## config.mk

```make
export PLATFORM = sky130hd
export DESIGN_NAME = fns_synth_top
export DESIGN_NICKNAME = d
export VERILOG_FILES = /design/src/hw/fns_synth_top.v /design/src/hw/fns_ref_div.v
export VERILOG_INCLUDE_DIRS = /design/src /design/src/hw
export SDC_FILE = /design/constraint.sdc
export NUM_CORES = 1
export LEC_CHECK = 0
export BUFFER_PORTS_ARGS = -buffer_cell sky130_fd_sc_hd__buf_2
export CAP_MARGIN = 25
export CORE_MARGIN = 5
export CORE_UTILIZATION = 45
export CTS_CLUSTER_SIZE = 25
export DETAILED_ROUTE_END_ITERATION = 6
export PLACE_DENSITY = 0.6
export SLEW_MARGIN = 40
export SYNTH_ARGS = -nofsm -noshare
export SYNTH_HDL_FRONTEND = slang
export SYNTH_SLANG_ARGS = --single-unit
```

## constraint.sdc

```tcl
create_clock -name ref_clk -period 2.97 [get_ports ref_clk]
set_clock_uncertainty 0.1 [all_clocks]
set_input_delay 0.4455 -clock ref_clk [delete_from_list [all_inputs] [get_ports ref_clk]]
set_output_delay 0.4455 -clock ref_clk [all_outputs]
set_load 0.05 [all_outputs]
```

## src/hw/fns_regs.vh

```
// Constants for the fractional-N synthesizer control logic: word formats,
// field positions, reset values and divider codes.
// Assumes it is included by bare name from the design files under hw/.
`ifndef FNS_REGS_VH
`define FNS_REGS_VH

// Word lengths in bits.
`define FNS_LEN_SHORT 6'h18
`define FNS_LEN_LONG 6'h20

// Four-bit addresses of the non-main words (main word has bit 0 clear).
`define FNS_ADDR_CTRL 4'h1
`define FNS_ADDR_SETUP 4'h3
`define FNS_ADDR_REF 4'h5
`define FNS_ADDR_TEST 4'h7

// Main word fields.
`define FNS_A_NM23_LSB 1
`define FNS_A_NM1_LSB 9
`define FNS_A_NF_LSB 21
`define FNS_A_CN_LSB 24

// Control word fields.
`define FNS_B_NM4_LSB 10
`define FNS_B_PR_LSB 14
`define FNS_B_CN_LSB 16

// Reference word fields.
`define FNS_C_NR_LSB 4
`define FNS_C_SM_LSB 16

// Setup word bits.
`define FNS_D_EM_BIT 4
`define FNS_D_LONG_BIT 5
`define FNS_D_FRACTION_BASE_SELECT_BIT 6

// Test word field.
`define FNS_E_T_LSB 4

// Reset values.
`define FNS_RST_NR 12'h004
`define FNS_RST_PR 2'h1
`define FNS_RST_NM1 12'h010
`define FNS_RST_NM23 8'h00
`define FNS_RST_NM4 4'h0
`define FNS_RST_CN 8'h00

// Fractional modulus values.
`define FNS_Q_EIGHT 4'h8
`define FNS_Q_FIVE 4'h5

// Prescaler feedback codes.
`define FNS_FB_64 2'h0
`define FNS_FB_65 2'h1
`define FNS_FB_68 2'h2
`define FNS_FB_73 2'h3

`endif

```

## src/hw/fns_synth_top.v

```verilog
// Top of the synthesizer control logic: serial programming port, word
// decode, temporary and working registers, main divider with fractional
// accumulator, and the reference divider instance.
// Assumes serial pins, the prescaler output and the reference input are
// asynchronous to refClk and much slower than it.
`timescale 1ns/1ps
`default_nettype none
`include "fns_regs.vh"
module fns_synth_top (
  input wire ref_clk, // 100 MHz system clock.
  input wire rst_n, // Asynchronous reset, active low.
  input wire serClk, // Serial clock pin.
  input wire serData, // Serial data pin.
  input wire serStrobe, // Serial strobe pin.
  input wire prescalerOut, // Prescaler output, one period per count.
  input wire refIn, // Reference input pin.
  output reg [1:0] modulusFeedback_r, // Prescaler ratio select code.
  output reg mainPulse_r, // Main divider pulse to phase detector.
  output reg refPulse_r, // Reference pulse to phase detector.
  output reg [7:0] pumpCurrentFactor_r, // Charge pump current factor.
  output reg [2:0] fractionAccumValue_r, // Fractional accumulator value.
  output reg synthOnBit_r, // Prescaler and reference stage enable.
  output reg [1:0] testBits_r // Test word contents.
);

  localparam [1:0] ST_64 = 2'h0; // Sync stage, counts down.
  localparam [1:0] ST_65 = 2'h1; // Modulus-65 stage, counts up.
  localparam [1:0] ST_68 = 2'h2; // Modulus-68 stage, counts up.
  localparam [1:0] ST_73 = 2'h3; // Modulus-73 stage, counts up.

  reg [1:0] rstSync_r; // Reset release chain.
  wire rst; // Internal reset, active high.
  reg [2:0] clkSync_r; // Serial clock sync plus edge history.
  reg [1:0] dataSync_r; // Serial data sync.
  reg [2:0] strbSync_r; // Strobe sync plus edge history.
  reg [2:0] presSync_r; // Prescaler output sync plus edge history.
  reg [2:0] refSync_r; // Reference input sync plus edge history.
  reg [31:0] shift_r; // Serial shift register.
  reg [5:0] bitCnt_r; // Bits shifted since last strobe, saturating.
  reg [2:0] holdNf_r; // Pending main word fraction step.
  reg [11:0] holdNm1_r; // Pending modulus-64 count.
  reg [7:0] holdNm23_r; // Pending modulus-65/68 counts.
  reg [7:0] holdCn_r; // Pending pump factor.
  reg pending_r; // A main word awaits the sync window.
  reg [7:0] tmpCn_r; // Pump factor temporary.
  reg [1:0] tmpPr_r; // Modulus set temporary.
  reg [3:0] tmpNm4_r; // Modulus-73 count temporary.
  reg longFmt_r; // Main word format flag.
  reg fracBase_r; // Fraction base select.
  reg [11:0] refRatio_r; // Reference divide ratio.
  reg [1:0] tapSel_r; // Reference output tap.
  reg [11:0] wkNm1_r; // Working modulus-64 count.
  reg [7:0] wkNm23_r; // Working modulus-65/68 counts.
  reg [3:0] wkNm4_r; // Working modulus-73 count.
  reg [1:0] wkPr_r; // Working modulus set.
  reg [2:0] wkNf_r; // Working fraction step.
  reg [1:0] stage_r; // Main divider stage.
  reg [12:0] cnt_r; // Main counter with sign bit.
  reg carry_r; // Accumulator overflow owed to the next cycle.
  reg [1:0] stage_nxt; // Stage after the current one ends.
  reg [12:0] target; // Up-count end value for the current stage.
  reg [12:0] cntStart; // Counter load for the next stage.
  reg [3:0] accSum; // Accumulator plus step.
  reg [3:0] qVal; // Current fractional modulus.
  reg stageDone; // Current stage ends on this prescaler pulse.
  wire [3:0] wkNm2; // Modulus-65 count for the working set.
  wire [3:0] wkNm3; // Modulus-68 count for the working set.
  wire [7:0] nm2Full; // Modulus-65 count, 4 or 8 bits wide.
  wire en68; // Modulus-68 stage enabled.
  wire en73; // Modulus-73 stage enabled.
  wire serRise; // Serial clock rising edge.
  wire strbRise; // Strobe rising edge.
  wire strbFall; // Strobe falling edge.
  wire presEdge; // Counted prescaler period.
  wire refEdge; // Counted reference edge.
  wire syncActive; // Main word load window.
  wire [3:0] addr4; // Four-bit address of a short word.
  wire refPulse; // Reference divider output.

  // Release the asynchronous reset through two flip-flops.
  always @(posedge ref_clk or negedge rst_n) begin
    if (!rst_n) begin
      rstSync_r <= 2'h0;
    end else begin
      rstSync_r <= {rstSync_r[0], 1'b1};
    end
  end
  assign rst = ~rstSync_r[1];

  // Two-stage synchronisers; the third stage only serves edge detection.
  always @(posedge ref_clk) begin
    if (rst) begin
      clkSync_r <= 3'h0;
      dataSync_r <= 2'h0;
      strbSync_r <= 3'h0;
      presSync_r <= 3'h0;
      refSync_r <= 3'h0;
    end else begin
      clkSync_r <= {clkSync_r[1:0], serClk};
      dataSync_r <= {dataSync_r[0], serData};
      strbSync_r <= {strbSync_r[1:0], serStrobe};
      presSync_r <= {presSync_r[1:0], prescalerOut};
      refSync_r <= {refSync_r[1:0], refIn};
    end
  end

  assign serRise = clkSync_r[1] & ~clkSync_r[2];
  assign strbRise = strbSync_r[1] & ~strbSync_r[2];
  assign strbFall = ~strbSync_r[1] & strbSync_r[2];
  assign presEdge = presSync_r[1] & ~presSync_r[2] & synthOnBit_r;
  assign refEdge = refSync_r[1] & ~refSync_r[2] & synthOnBit_r;
  assign addr4 = shift_r[3:0];

  assign en68 = wkPr_r[1];
  assign en73 = (wkPr_r == 2'h3) || (wkPr_r == 2'h0);
  assign wkNm2 = wkNm23_r[3:0];
  assign wkNm3 = wkNm23_r[7:4];
  assign nm2Full = en68 ? {4'h0, wkNm2} : wkNm23_r;
  assign syncActive = (stage_r == ST_64);

  // Serial port: shift, then decode and route the word at the strobe.
  always @(posedge ref_clk) begin
    if (rst) begin
      shift_r <= 32'h0;
      bitCnt_r <= 6'h0;
      pending_r <= 1'b0;
      holdNf_r <= 3'h0;
      holdNm1_r <= `FNS_RST_NM1;
      holdNm23_r <= `FNS_RST_NM23;
      holdCn_r <= `FNS_RST_CN;
      tmpCn_r <= `FNS_RST_CN;
      tmpPr_r <= `FNS_RST_PR;
      tmpNm4_r <= `FNS_RST_NM4;
      longFmt_r <= 1'b0;
      fracBase_r <= 1'b0;
      synthOnBit_r <= 1'b0;
      testBits_r <= 2'h0;
      refRatio_r <= `FNS_RST_NR;
      tapSel_r <= 2'h0;
    end else begin
      if (serRise && !strbSync_r[1]) begin
        shift_r <= {shift_r[30:0], dataSync_r[1]};
        if (bitCnt_r != 6'h3F) begin
          bitCnt_r <= bitCnt_r + 6'h01;
        end
      end
      // A strobe that ends before the window drops the pending main word.
      if (strbFall) begin
        pending_r <= 1'b0;
      end
      if (strbRise) begin
        bitCnt_r <= 6'h0;
        if (!shift_r[0]) begin
          if ((bitCnt_r == `FNS_LEN_LONG && longFmt_r) ||
              (bitCnt_r == `FNS_LEN_SHORT && !longFmt_r)) begin
            pending_r <= 1'b1;
            holdNm23_r <= shift_r[`FNS_A_NM23_LSB +: 8];
            holdNm1_r <= shift_r[`FNS_A_NM1_LSB +: 12];
            holdNf_r <= shift_r[`FNS_A_NF_LSB +: 3];
            holdCn_r <= longFmt_r ? shift_r[`FNS_A_CN_LSB +: 8] : tmpCn_r;
          end
        end else if (bitCnt_r == `FNS_LEN_SHORT) begin
          case (addr4)
            `FNS_ADDR_CTRL: begin
              tmpCn_r <= shift_r[`FNS_B_CN_LSB +: 8];
              tmpPr_r <= shift_r[`FNS_B_PR_LSB +: 2];
              tmpNm4_r <= shift_r[`FNS_B_NM4_LSB +: 4];
            end
            `FNS_ADDR_SETUP: begin
              synthOnBit_r <= shift_r[`FNS_D_EM_BIT];
              longFmt_r <= shift_r[`FNS_D_LONG_BIT];
              fracBase_r <= shift_r[`FNS_D_FRACTION_BASE_SELECT_BIT];
              testBits_r <= 2'h0;
            end
            `FNS_ADDR_REF: begin
              refRatio_r <= shift_r[`FNS_C_NR_LSB +: 12];
              tapSel_r <= shift_r[`FNS_C_SM_LSB +: 2];
            end
            `FNS_ADDR_TEST: begin
              testBits_r <= shift_r[`FNS_E_T_LSB +: 2];
            end
            default: begin
              // Unknown addresses are ignored.
            end
          endcase
        end
      end else if (pending_r && syncActive && strbSync_r[1]) begin
        pending_r <= 1'b0;
      end
    end
  end

  // Pick the next enabled stage and its counter load.
  always @* begin
    case (stage_r)
      ST_64: stage_nxt = (nm2Full != 8'h00) ? ST_65 : en68 ? ST_68 : en73 ? ST_73 : ST_64;
      ST_65: stage_nxt = en68 ? ST_68 : en73 ? ST_73 : ST_64;
      ST_68: stage_nxt = en73 ? ST_73 : ST_64;
      default: stage_nxt = ST_64;
    endcase
    case (stage_r)
      ST_65: target = {5'h00, nm2Full};
      ST_68: target = {9'h000, wkNm3} + 13'h0001;
      ST_73: target = {9'h000, wkNm4_r} + 13'h0001;
      default: target = 13'h0000;
    endcase
    if (stage_nxt == ST_64) begin
      cntStart = {1'b0, wkNm1_r} + 13'h0001;
    end else begin
      cntStart = 13'h0001;
    end
    if (stage_r == ST_64) begin
      stageDone = cnt_r[12] == 1'b0 && cnt_r == 13'h0000;
    end else begin
      stageDone = (cnt_r >= target);
    end
    qVal = fracBase_r ? `FNS_Q_EIGHT : `FNS_Q_FIVE;
    accSum = {1'b0, fractionAccumValue_r} + {1'b0, wkNf_r};
  end

  // Main divider, working registers and fractional accumulator.
  always @(posedge ref_clk) begin
    if (rst) begin
      stage_r <= ST_64;
      cnt_r <= {1'b0, `FNS_RST_NM1} + 13'h0001;
      carry_r <= 1'b0;
      mainPulse_r <= 1'b0;
      modulusFeedback_r <= `FNS_FB_64;
      fractionAccumValue_r <= 3'h0;
      wkNm1_r <= `FNS_RST_NM1;
      wkNm23_r <= `FNS_RST_NM23;
      wkNm4_r <= `FNS_RST_NM4;
      wkPr_r <= `FNS_RST_PR;
      wkNf_r <= 3'h0;
      pumpCurrentFactor_r <= `FNS_RST_CN;
    end else begin
      mainPulse_r <= 1'b0;
      // load in sync window. modulus set and modulus-73 temporaries move too.
      if (pending_r && syncActive && strbSync_r[1] && !strbRise) begin
        wkNm1_r <= holdNm1_r;
        wkNm23_r <= holdNm23_r;
        wkNf_r <= holdNf_r;
        wkPr_r <= tmpPr_r;
        wkNm4_r <= tmpNm4_r;
        pumpCurrentFactor_r <= holdCn_r;
      end
      if (presEdge) begin
        if (stage_r == ST_64 && carry_r) begin
          carry_r <= 1'b0;
        end
        if (stageDone) begin
          stage_r <= stage_nxt;
          cnt_r <= cntStart;
          if (stage_r == ST_64) begin
            mainPulse_r <= 1'b1;
            if (accSum >= qVal) begin
              fractionAccumValue_r <= accSum[2:0] - qVal[2:0];
              carry_r <= 1'b1;
            end else begin
              fractionAccumValue_r <= accSum[2:0];
            end
          end
        end else if (stage_r == ST_64) begin
          cnt_r <= cnt_r - 13'h0001;
        end else begin
          cnt_r <= cnt_r + 13'h0001;
        end
      end
      case (stage_r)
        ST_64: modulusFeedback_r <= carry_r ? `FNS_FB_65 : `FNS_FB_64;
        ST_65: modulusFeedback_r <= `FNS_FB_65;
        ST_68: modulusFeedback_r <= `FNS_FB_68;
        default: modulusFeedback_r <= `FNS_FB_73;
      endcase
    end
  end

  // Reference chain; its pulse is registered again for a clean output.
  fns_ref_div refDiv (
    .clk(ref_clk),
    .rst(rst),
    .refEdge(refEdge),
    .refRatio(refRatio_r),
    .outputTapSelect(tapSel_r),
    .refPulse_r(refPulse)
  );

  // Reference pulse retimed here so the output comes from a flip-flop.
  always @(posedge ref_clk) begin
    if (rst) begin
      refPulse_r <= 1'b0;
    end else begin
      refPulse_r <= refPulse;
    end
  end

endmodule
`default_nettype wire

```

## src/hw/fns_ref_div.v

```verilog
// Reference divider: programmable divide by ratio followed by a 3-bit
// binary counter whose tap picks the output pulse.
// Assumes refEdge is a one-cycle pulse already synchronised to clk.
`timescale 1ns/1ps
`default_nettype none
module fns_ref_div (
  input wire clk, // System clock.
  input wire rst, // Synchronous-release reset, active high.
  input wire refEdge, // One pulse per reference input rising edge.
  input wire [11:0] refRatio, // Divide ratio, 4 to 4095.
  input wire [1:0] outputTapSelect, // Extra division code.
  output reg refPulse_r // One-cycle pulse to the phase detector.
);

  reg [11:0] divCnt_r; // Counts reference edges up to the ratio.
  reg [2:0] octCnt_r; // Binary counter after the divider.
  reg [2:0] tapMask; // Low counter bits that must roll over.
  wire [2:0] octNxt; // Counter value after this divider pulse.

  assign octNxt = octCnt_r + 3'h1;

  always @* begin
    case (outputTapSelect)
      2'h0: tapMask = 3'h0;
      2'h1: tapMask = 3'h1;
      2'h2: tapMask = 3'h3;
      default: tapMask = 3'h7;
    endcase
  end

  // Divider and binary counter; the pulse fires when the tapped bits roll.
  always @(posedge clk) begin
    if (rst) begin
      divCnt_r <= 12'h001;
      octCnt_r <= 3'h0;
      refPulse_r <= 1'b0;
    end else begin
      refPulse_r <= 1'b0;
      if (refEdge) begin
        if (divCnt_r >= refRatio) begin
          divCnt_r <= 12'h001;
          octCnt_r <= octNxt;
          refPulse_r <= ((octNxt & tapMask) == 3'h0);
        end else begin
          divCnt_r <= divCnt_r + 12'h001;
        end
      end
    end
  end

endmodule
`default_nettype wire

```

=== Yosys cells after proc, flatten, opt, wreduce, memory -nomap -nowiden ===
Index checks and enable logic that the tools add are counted.
W data, S select, Z words.

* $add $sub $neg: 10
* Order comparisons: 3
* Equal/unequal tests: 13
* Mux-type cells: 28
* Bitwise gates (word level): 16
* Reductions and logical operators: 33

{| class="wikitable"
|+ Operators with widths
! cell !! number
|-
| $mux W13 || 3
|-
| $pmux W8 S3 || 1
|-
| $mux W8 || 2
|-
| $reduce_and A4 Y1 || 4
|-
| $add A12 B1 Y13 const B || 1
|-
| $add A13 B1 Y13 const B || 1
|-
| $ge A13 B13 Y1 || 1
|-
| $logic_not A13 Y1 || 1
|-
| $sub A13 B1 Y13 const B || 1
|-
| $add A12 B1 Y12 const B || 1
|-
| $ge A12 B12 Y1 || 1
|-
| $mux W1 || 12
|-
| $mux W12 || 1
|-
| $pmux W2 S3 || 2
|-
| $reduce_and A3 Y1 || 4
|-
| $add A4 B1 Y5 const B || 2
|-
| $pmux W3 S3 || 1
|-
| $eq A2 B2 Y1 const B || 4
|-
| $eq A4 B3 Y1 const B || 2
|-
| $logic_and A1 B1 Y1 || 8
|-
| $logic_not A2 Y1 || 4
|-
| $not A1 Y1 || 8
|-
| $reduce_bool A8 Y1 || 1
|-
| $and A1 B1 Y1 || 7
|-
| other kinds (22) || 30
|}

* Bits in registers: 195
* Input bits: 7
* Word-level logic and storage cells: 141

=== Depth between registers and ports, before layout ===
* Word-level depth: 9
* Gate-level depth with buffers: 16
* Gate-level depth less buffers: 13

=== Hierarchy ===
Synthesis repeated with hierarchy kept, for this count alone.

* Cells, all modules: 1,076
* Area total of the unflattened synthesis: 8,948.6 um2

{| class="wikitable"
|+ Modules (own cells, without submodules)
! module !! instances !! cells an instance !! area an instance (um2)
|-
| fns_synth_top || 1 || 946 || 7,877.6
|-
| fns_ref_div || 1 || 130 || 1,071.0
|}

=== Worst setup path after synthesis ===
Ideal clock, no wire load.

* Path type: flip-flop to flip-flop
* Start point: register stage_r[1]
* End point: register cnt_r[10]
* Data arrival time: 2.809 ns
* Data required time: 2.796 ns
* Slack: -0.013 ns
* Cell stages (with the launch flop): 15
* Period minus slack after synthesis: 2.983 ns
* Cells stage by stage: dfxtp_1 -> buf_4 -> nand2_1 -> mux2_2 -> ha_1 -> xnor2_1 -> a22oi_1 -> ha_1 -> o21ai_0 -> o21ai_0 -> a211oi_2 -> or2_1 -> buf_2 -> or3_1 -> a31oi_1

* Longest elaborated chain between the ends: 5
* Elaborated cells between the ends (all ways): 12
* Those cells by class: order compare: 1; eq/ne: 3; mux: 6; reduce/logical: 2

{| class="wikitable"
|+ Ends and longest elaborated chain
! item !! RTL line !! source
|-
| start, declared || fns_synth_top.v:57 || <nowiki>reg [1:0] stage_r;</nowiki>
|-
| start signal, assigned || fns_synth_top.v:252 || <nowiki>stage_r <= stage_nxt;</nowiki>
|-
| $eq A2 B2 Y1, or another cell as far along || fns_synth_top.v:201 || <nowiki>case (stage_r)</nowiki>
|-
| $pmux W8 S3 / $pmux W2 S3 (equally long branches) || fns_synth_top.v:201, fns_synth_top.v:195 ||
|-
| $ge A13 B13 Y1 / $logic_not A2 Y1 (equally long branches) || fns_synth_top.v:215, fns_synth_top.v:207 ||
|-
| $mux W1 / $mux W13 (equally long branches) || fns_synth_top.v:212, fns_synth_top.v:207 ||
|-
| $mux W13 * || fns_synth_top.v:251 || <nowiki>if (stageDone) begin</nowiki>
|-
| end signal, assigned || fns_synth_top.v:225 || <nowiki>cnt_r <= {1'b0, `FNS_RST_NM1} + 13'h0001;</nowiki>
|-
| end signal, assigned || fns_synth_top.v:253 || <nowiki>cnt_r <= cntStart;</nowiki>
|-
| end signal, assigned || fns_synth_top.v:264 || <nowiki>cnt_r <= cnt_r - 13'h0001;</nowiki>
|-
| end, declared || fns_synth_top.v:58 || <nowiki>reg [12:0] cnt_r;</nowiki>
|}

Every way passes the cells marked *; elsewhere a longest branch is shown, timed or not.
A chain may end at the register's enable or synchronous reset.

=== Worst setup path in the final report ===
* Start point: register stage_r[0]
* End point: register cnt_r[7]

The elaborated chain is that of the path after synthesis.

==> results.json <==
{
  "synth.most_common_cell": "dfxtp_1",
  "mappedNetlistArea_sq_um": 8947,
  "ys_seq_area_share_pct": 43.74,
  "arrival_ns": 3.13,
  "met3_wirelength_um": 768,
  "die_y_um": 151.0,
  "path_delay_family": "simple AND/OR/NAND/NOR gates",
  "synth_top_area_share_pct": 43.18,
  "die_area_sq_um": 22800,
  "cp.required_ns": 3.22,
  "drt-met1-wl_mm": 10.43,
  "ant_nets": 0,
  "synth_commonest_cells": "193 x dfxtp_1, 171 x nand2_1, 101 x nor2_1",
  "timing.fmax_ghz": 0.3475,
  "syn_area_per_cell_sq_um": 8.587,
  "crit_path_top_delay_cell": "dfxtp_2",
  "synth_nets": 1097,
  "cts_tree": "yes",
  "fin_tns_setup_ns": 0,
  "worstHoldStart": "prescalerOut",
  "grt_pass1_vias": 6679,
  "wl_mm": 20.82,
  "start_kind": "flop",
  "drive_above_1_share_pct": 10.93,
  "critical_path.startpoint": "stage_r[0]",
  "synth_area_leaders": "dfxtp_1 43%, mux2i_1 7.5%, nand2_1 7.2%",
  "dr.pass1.iters": 5,
  "crit_fanout": 8,
  "fin_cells": 1335,
  "path_class": "reg -> reg",
  "syn_inst": 1042,
  "critPathMaxStageDelay_ns": 0.33,
  "p_leak_nw": 3.750,
  "wire_per_inst_um": 15.59,
  "cap_violations": 0,
  "nets": 1112,
  "rows": 51,
  "rsz0062_at_grt": "yes",
  "via_per_inst": 5.295,
  "diodes": 0,
  "hpwl_mm": 14.22,
  "drc": 0,
  "numClockSinks": 195,
  "start_util_pct": 45.82,
  "utilization_pct": 51.85,
  "coreArea_sq_um": 19530,
  "antenna_found_initial": 0,
  "hold_violations": 0,
  "grt_pass1_wl_mm": 34.20,
  "endpoint_kind": "flop",
  "hold_path_depth": 2,
  "root_buffer": "clkbuf_16",
  "drv_slew": 0,
  "holdPathEnd": "presSync_r[0]",
  "grt_util_all_layers_pct": 18.71,
  "area_delta_synth_final_pct": 13.16,
  "peakVddDrop_mv": 0.3775,
  "regToRegEndpoint": "cnt_r[7]",
  "ios": 25,
  "die_x_um": 151.0,
  "vias": 7069,
  "wl_met2_mm": 9.357,
  "min_path_type": "in -> reg",
  "dp_cells": 1302,
  "synthFlopType": "dfxtp_1",
  "power_density_nw_per_um2": 496.5,
  "maxUsedRoutingLayer": "met4",
  "reg2reg_depth": 15,
  "place.gp.congestion": 0.8402,
  "worstMarginPinSlew_ns": 0.7145,
  "drt_iter0_markers": 373,
  "yosys.area.top_type": "dfxtp_1",
  "htreeDepth": 4,
  "synth_seq_cells": 195,
  "numCtsBuffers": 17,
  "slew_headroom_pct": 52.36,
  "cts.reportedPaths.clkPinSlew_ns": 0.07,
  "r2r_slack_ns": 0.09,
  "path_cells": "nand2_2 -> buf_4 -> mux2_2 -> and3_4 -> xnor2_1 -> a22oi_1 -> ha_1 -> nor2_2 -> nor2_1 -> a211oi_2 -> buf_4 -> buf_4 -> nor4_2 -> a21oi_1 -> a211oi_1",
  "crit_top_cell": "buf_4",
  "clk_latency_ns": 0.44,
  "synth-edff-count": 0,
  "grt_start_max_net_pins": 114,
  "fin_crit_sh_pct": 96.89,
  "fillers": 1893,
  "grt.overflow.total": 0,
  "hold_slack_ns": 0.1114,
  "async_flop_share_pct": 1.026,
  "port_buffers": 24,
  "total_power_w": 0.005027,
  "yosysUniqueCellTypes": 64,
  "synth-warning-count": 0,
  "status": "finished clean",
  "min_period_ns": 2.878,
  "finalSetupViolCount": 0,
  "r2r_start": "stage_r[0]",
  "clockBufferDepth": 2,
  "critPathBufInv": 3
}
==> worst register-to-register path: stages, from the launching register on <==
cell and delay, ns:
dfxtp_2 0.33, nand2_2 0.07, buf_4 0.11, mux2_2 0.33, and3_4 0.15, xnor2_1 0.16
a22oi_1 0.10, ha_1 0.32, nor2_2 0.04, nor2_1 0.11, a211oi_2 0.08, buf_4 0.16
buf_4 0.17, nor4_2 0.29, a21oi_1 0.07, a211oi_1 0.23
==> registers in the layout, indices dropped and copies added (netlist names), 4 cells and up, named ones only <==
register / flops
bitCnt_r: 6
shift_r: 32
tmpNm4_r: 4
holdNm1_r: 12
wkNm23_r: 8
pumpCurrentFactor_r: 8
refDiv.divCnt_r: 12
holdNm23_r: 8
wkNm4_r: 4
wkNm1_r: 12
tmpCn_r: 8
holdCn_r: 8
cnt_r: 13
refRatio_r: 12
==> timing repair <==
action                                  4_1_cts  5_1_grt
hold endpoints to repair                      2        0
endpoints found under the setup margin        8       14
buffers inserted                              0        1
resized for setup                             3       18
hold buffers                                  1        0
pin swaps                                     1       13
==> worst max-delay path by stage <==
stage / depth (start not counted) / slack [ns] / endpoint
detailed placement: 15 / -0.06 / cnt_r[10]
CTS: 15 / -0.006 / cnt_r[10]
floorplan: 12 / 0.03 / cnt_r[12]
global placement: 13 / 0.01 / cnt_r[10]
global route: 15 / -0.05 / cnt_r[2]
finish: 15 / 0.09 / cnt_r[7]
==> cell usage in the layout (no fill, tap or decap), types with 8 or more instances in the layout <==
cell,netlist,final
nand2_1,171,170
and2_1,15,15
nand4_1,12,12
xnor2_1,22,21
inv_1,30,29
a21oi_1,96,95
a21o_1,10,10
nor3_1,26,25
buf_2,6,24
o21ai_1,5,8
mux2i_1,67,67
clkbuf_16,0,17
dfxtp_1,193,191
ha_1,46,45
a211oi_1,18,16
nor2_1,101,99
a31oi_1,8,8
buf_4,3,28
xor2_1,14,14
o21ai_0,29,26
nand3_1,9,9
nand2b_1,9,9
nor4_1,14,11
o211ai_1,8,8
==> where the power goes <==
part	switching [W]	total [W]	leakage (nW)	internal [W]
Sequential	0.00000689	0.00263	1.58	0.00262
Clock	0.00117	0.00232	0.294	0.00115
Combinational	0.0000609	0.0000788	1.87	0.0000179
Total	0.00124	0.00503	3.75	0.00379
==> cell type report <==
| class | count | area, sq um | share of cell area (%) |
|---|---|---|---|
| multi-input cells | 756 | 4765 | 47.06 |
| flip-flops and latches | 195 | 3916 | 38.68 |
| clock buffers | 17 | 425.4 | 4.202 |
| repair buffers | 55 | 380.4 | 3.757 |
| clock inverters | 15 | 181.4 | 1.792 |
| inverters | 32 | 125.1 | 1.236 |
| well taps | 265 | 331.6 | 3.275 |
==> per-layer routing <==
| metal | vias up | global-route usage [%] |
|---|---|---|
| met5 | - | 0 |
| li1 | 3637 | - |
| met3 | 17 | 3.501 |
| met2 | 106 | 29.20 |
| met4 | 0 | 4.850 |
| met1 | 3309 | 26.69 |
==> cells by family after synthesis <==
group	count (synthesis)	synth area share (%)
mux	69	7.747
xor+xnor	36	3.524
buf+inv	91	4.027
compound gates	203	13.63
flops	195	43.74
simple gates	399	20.40
fa+ha+maj	48	6.880
other cells	1	0.04191
==> stage by stage <==
| stage | worst slack (ns) | cell area (sq um) |
|---|---|---|
| global placement | 0.01384 | 9428 |
| detailed placement | -0.06151 | 9428 |
| floorplan | 0.02670 | 8947 |
| CTS | -0.005976 | 10050 |
| global route | -0.05102 | 10120 |
| finish | 0.09237 | 10120 |
Note: power is estimated with default switching activity, not from simulation.
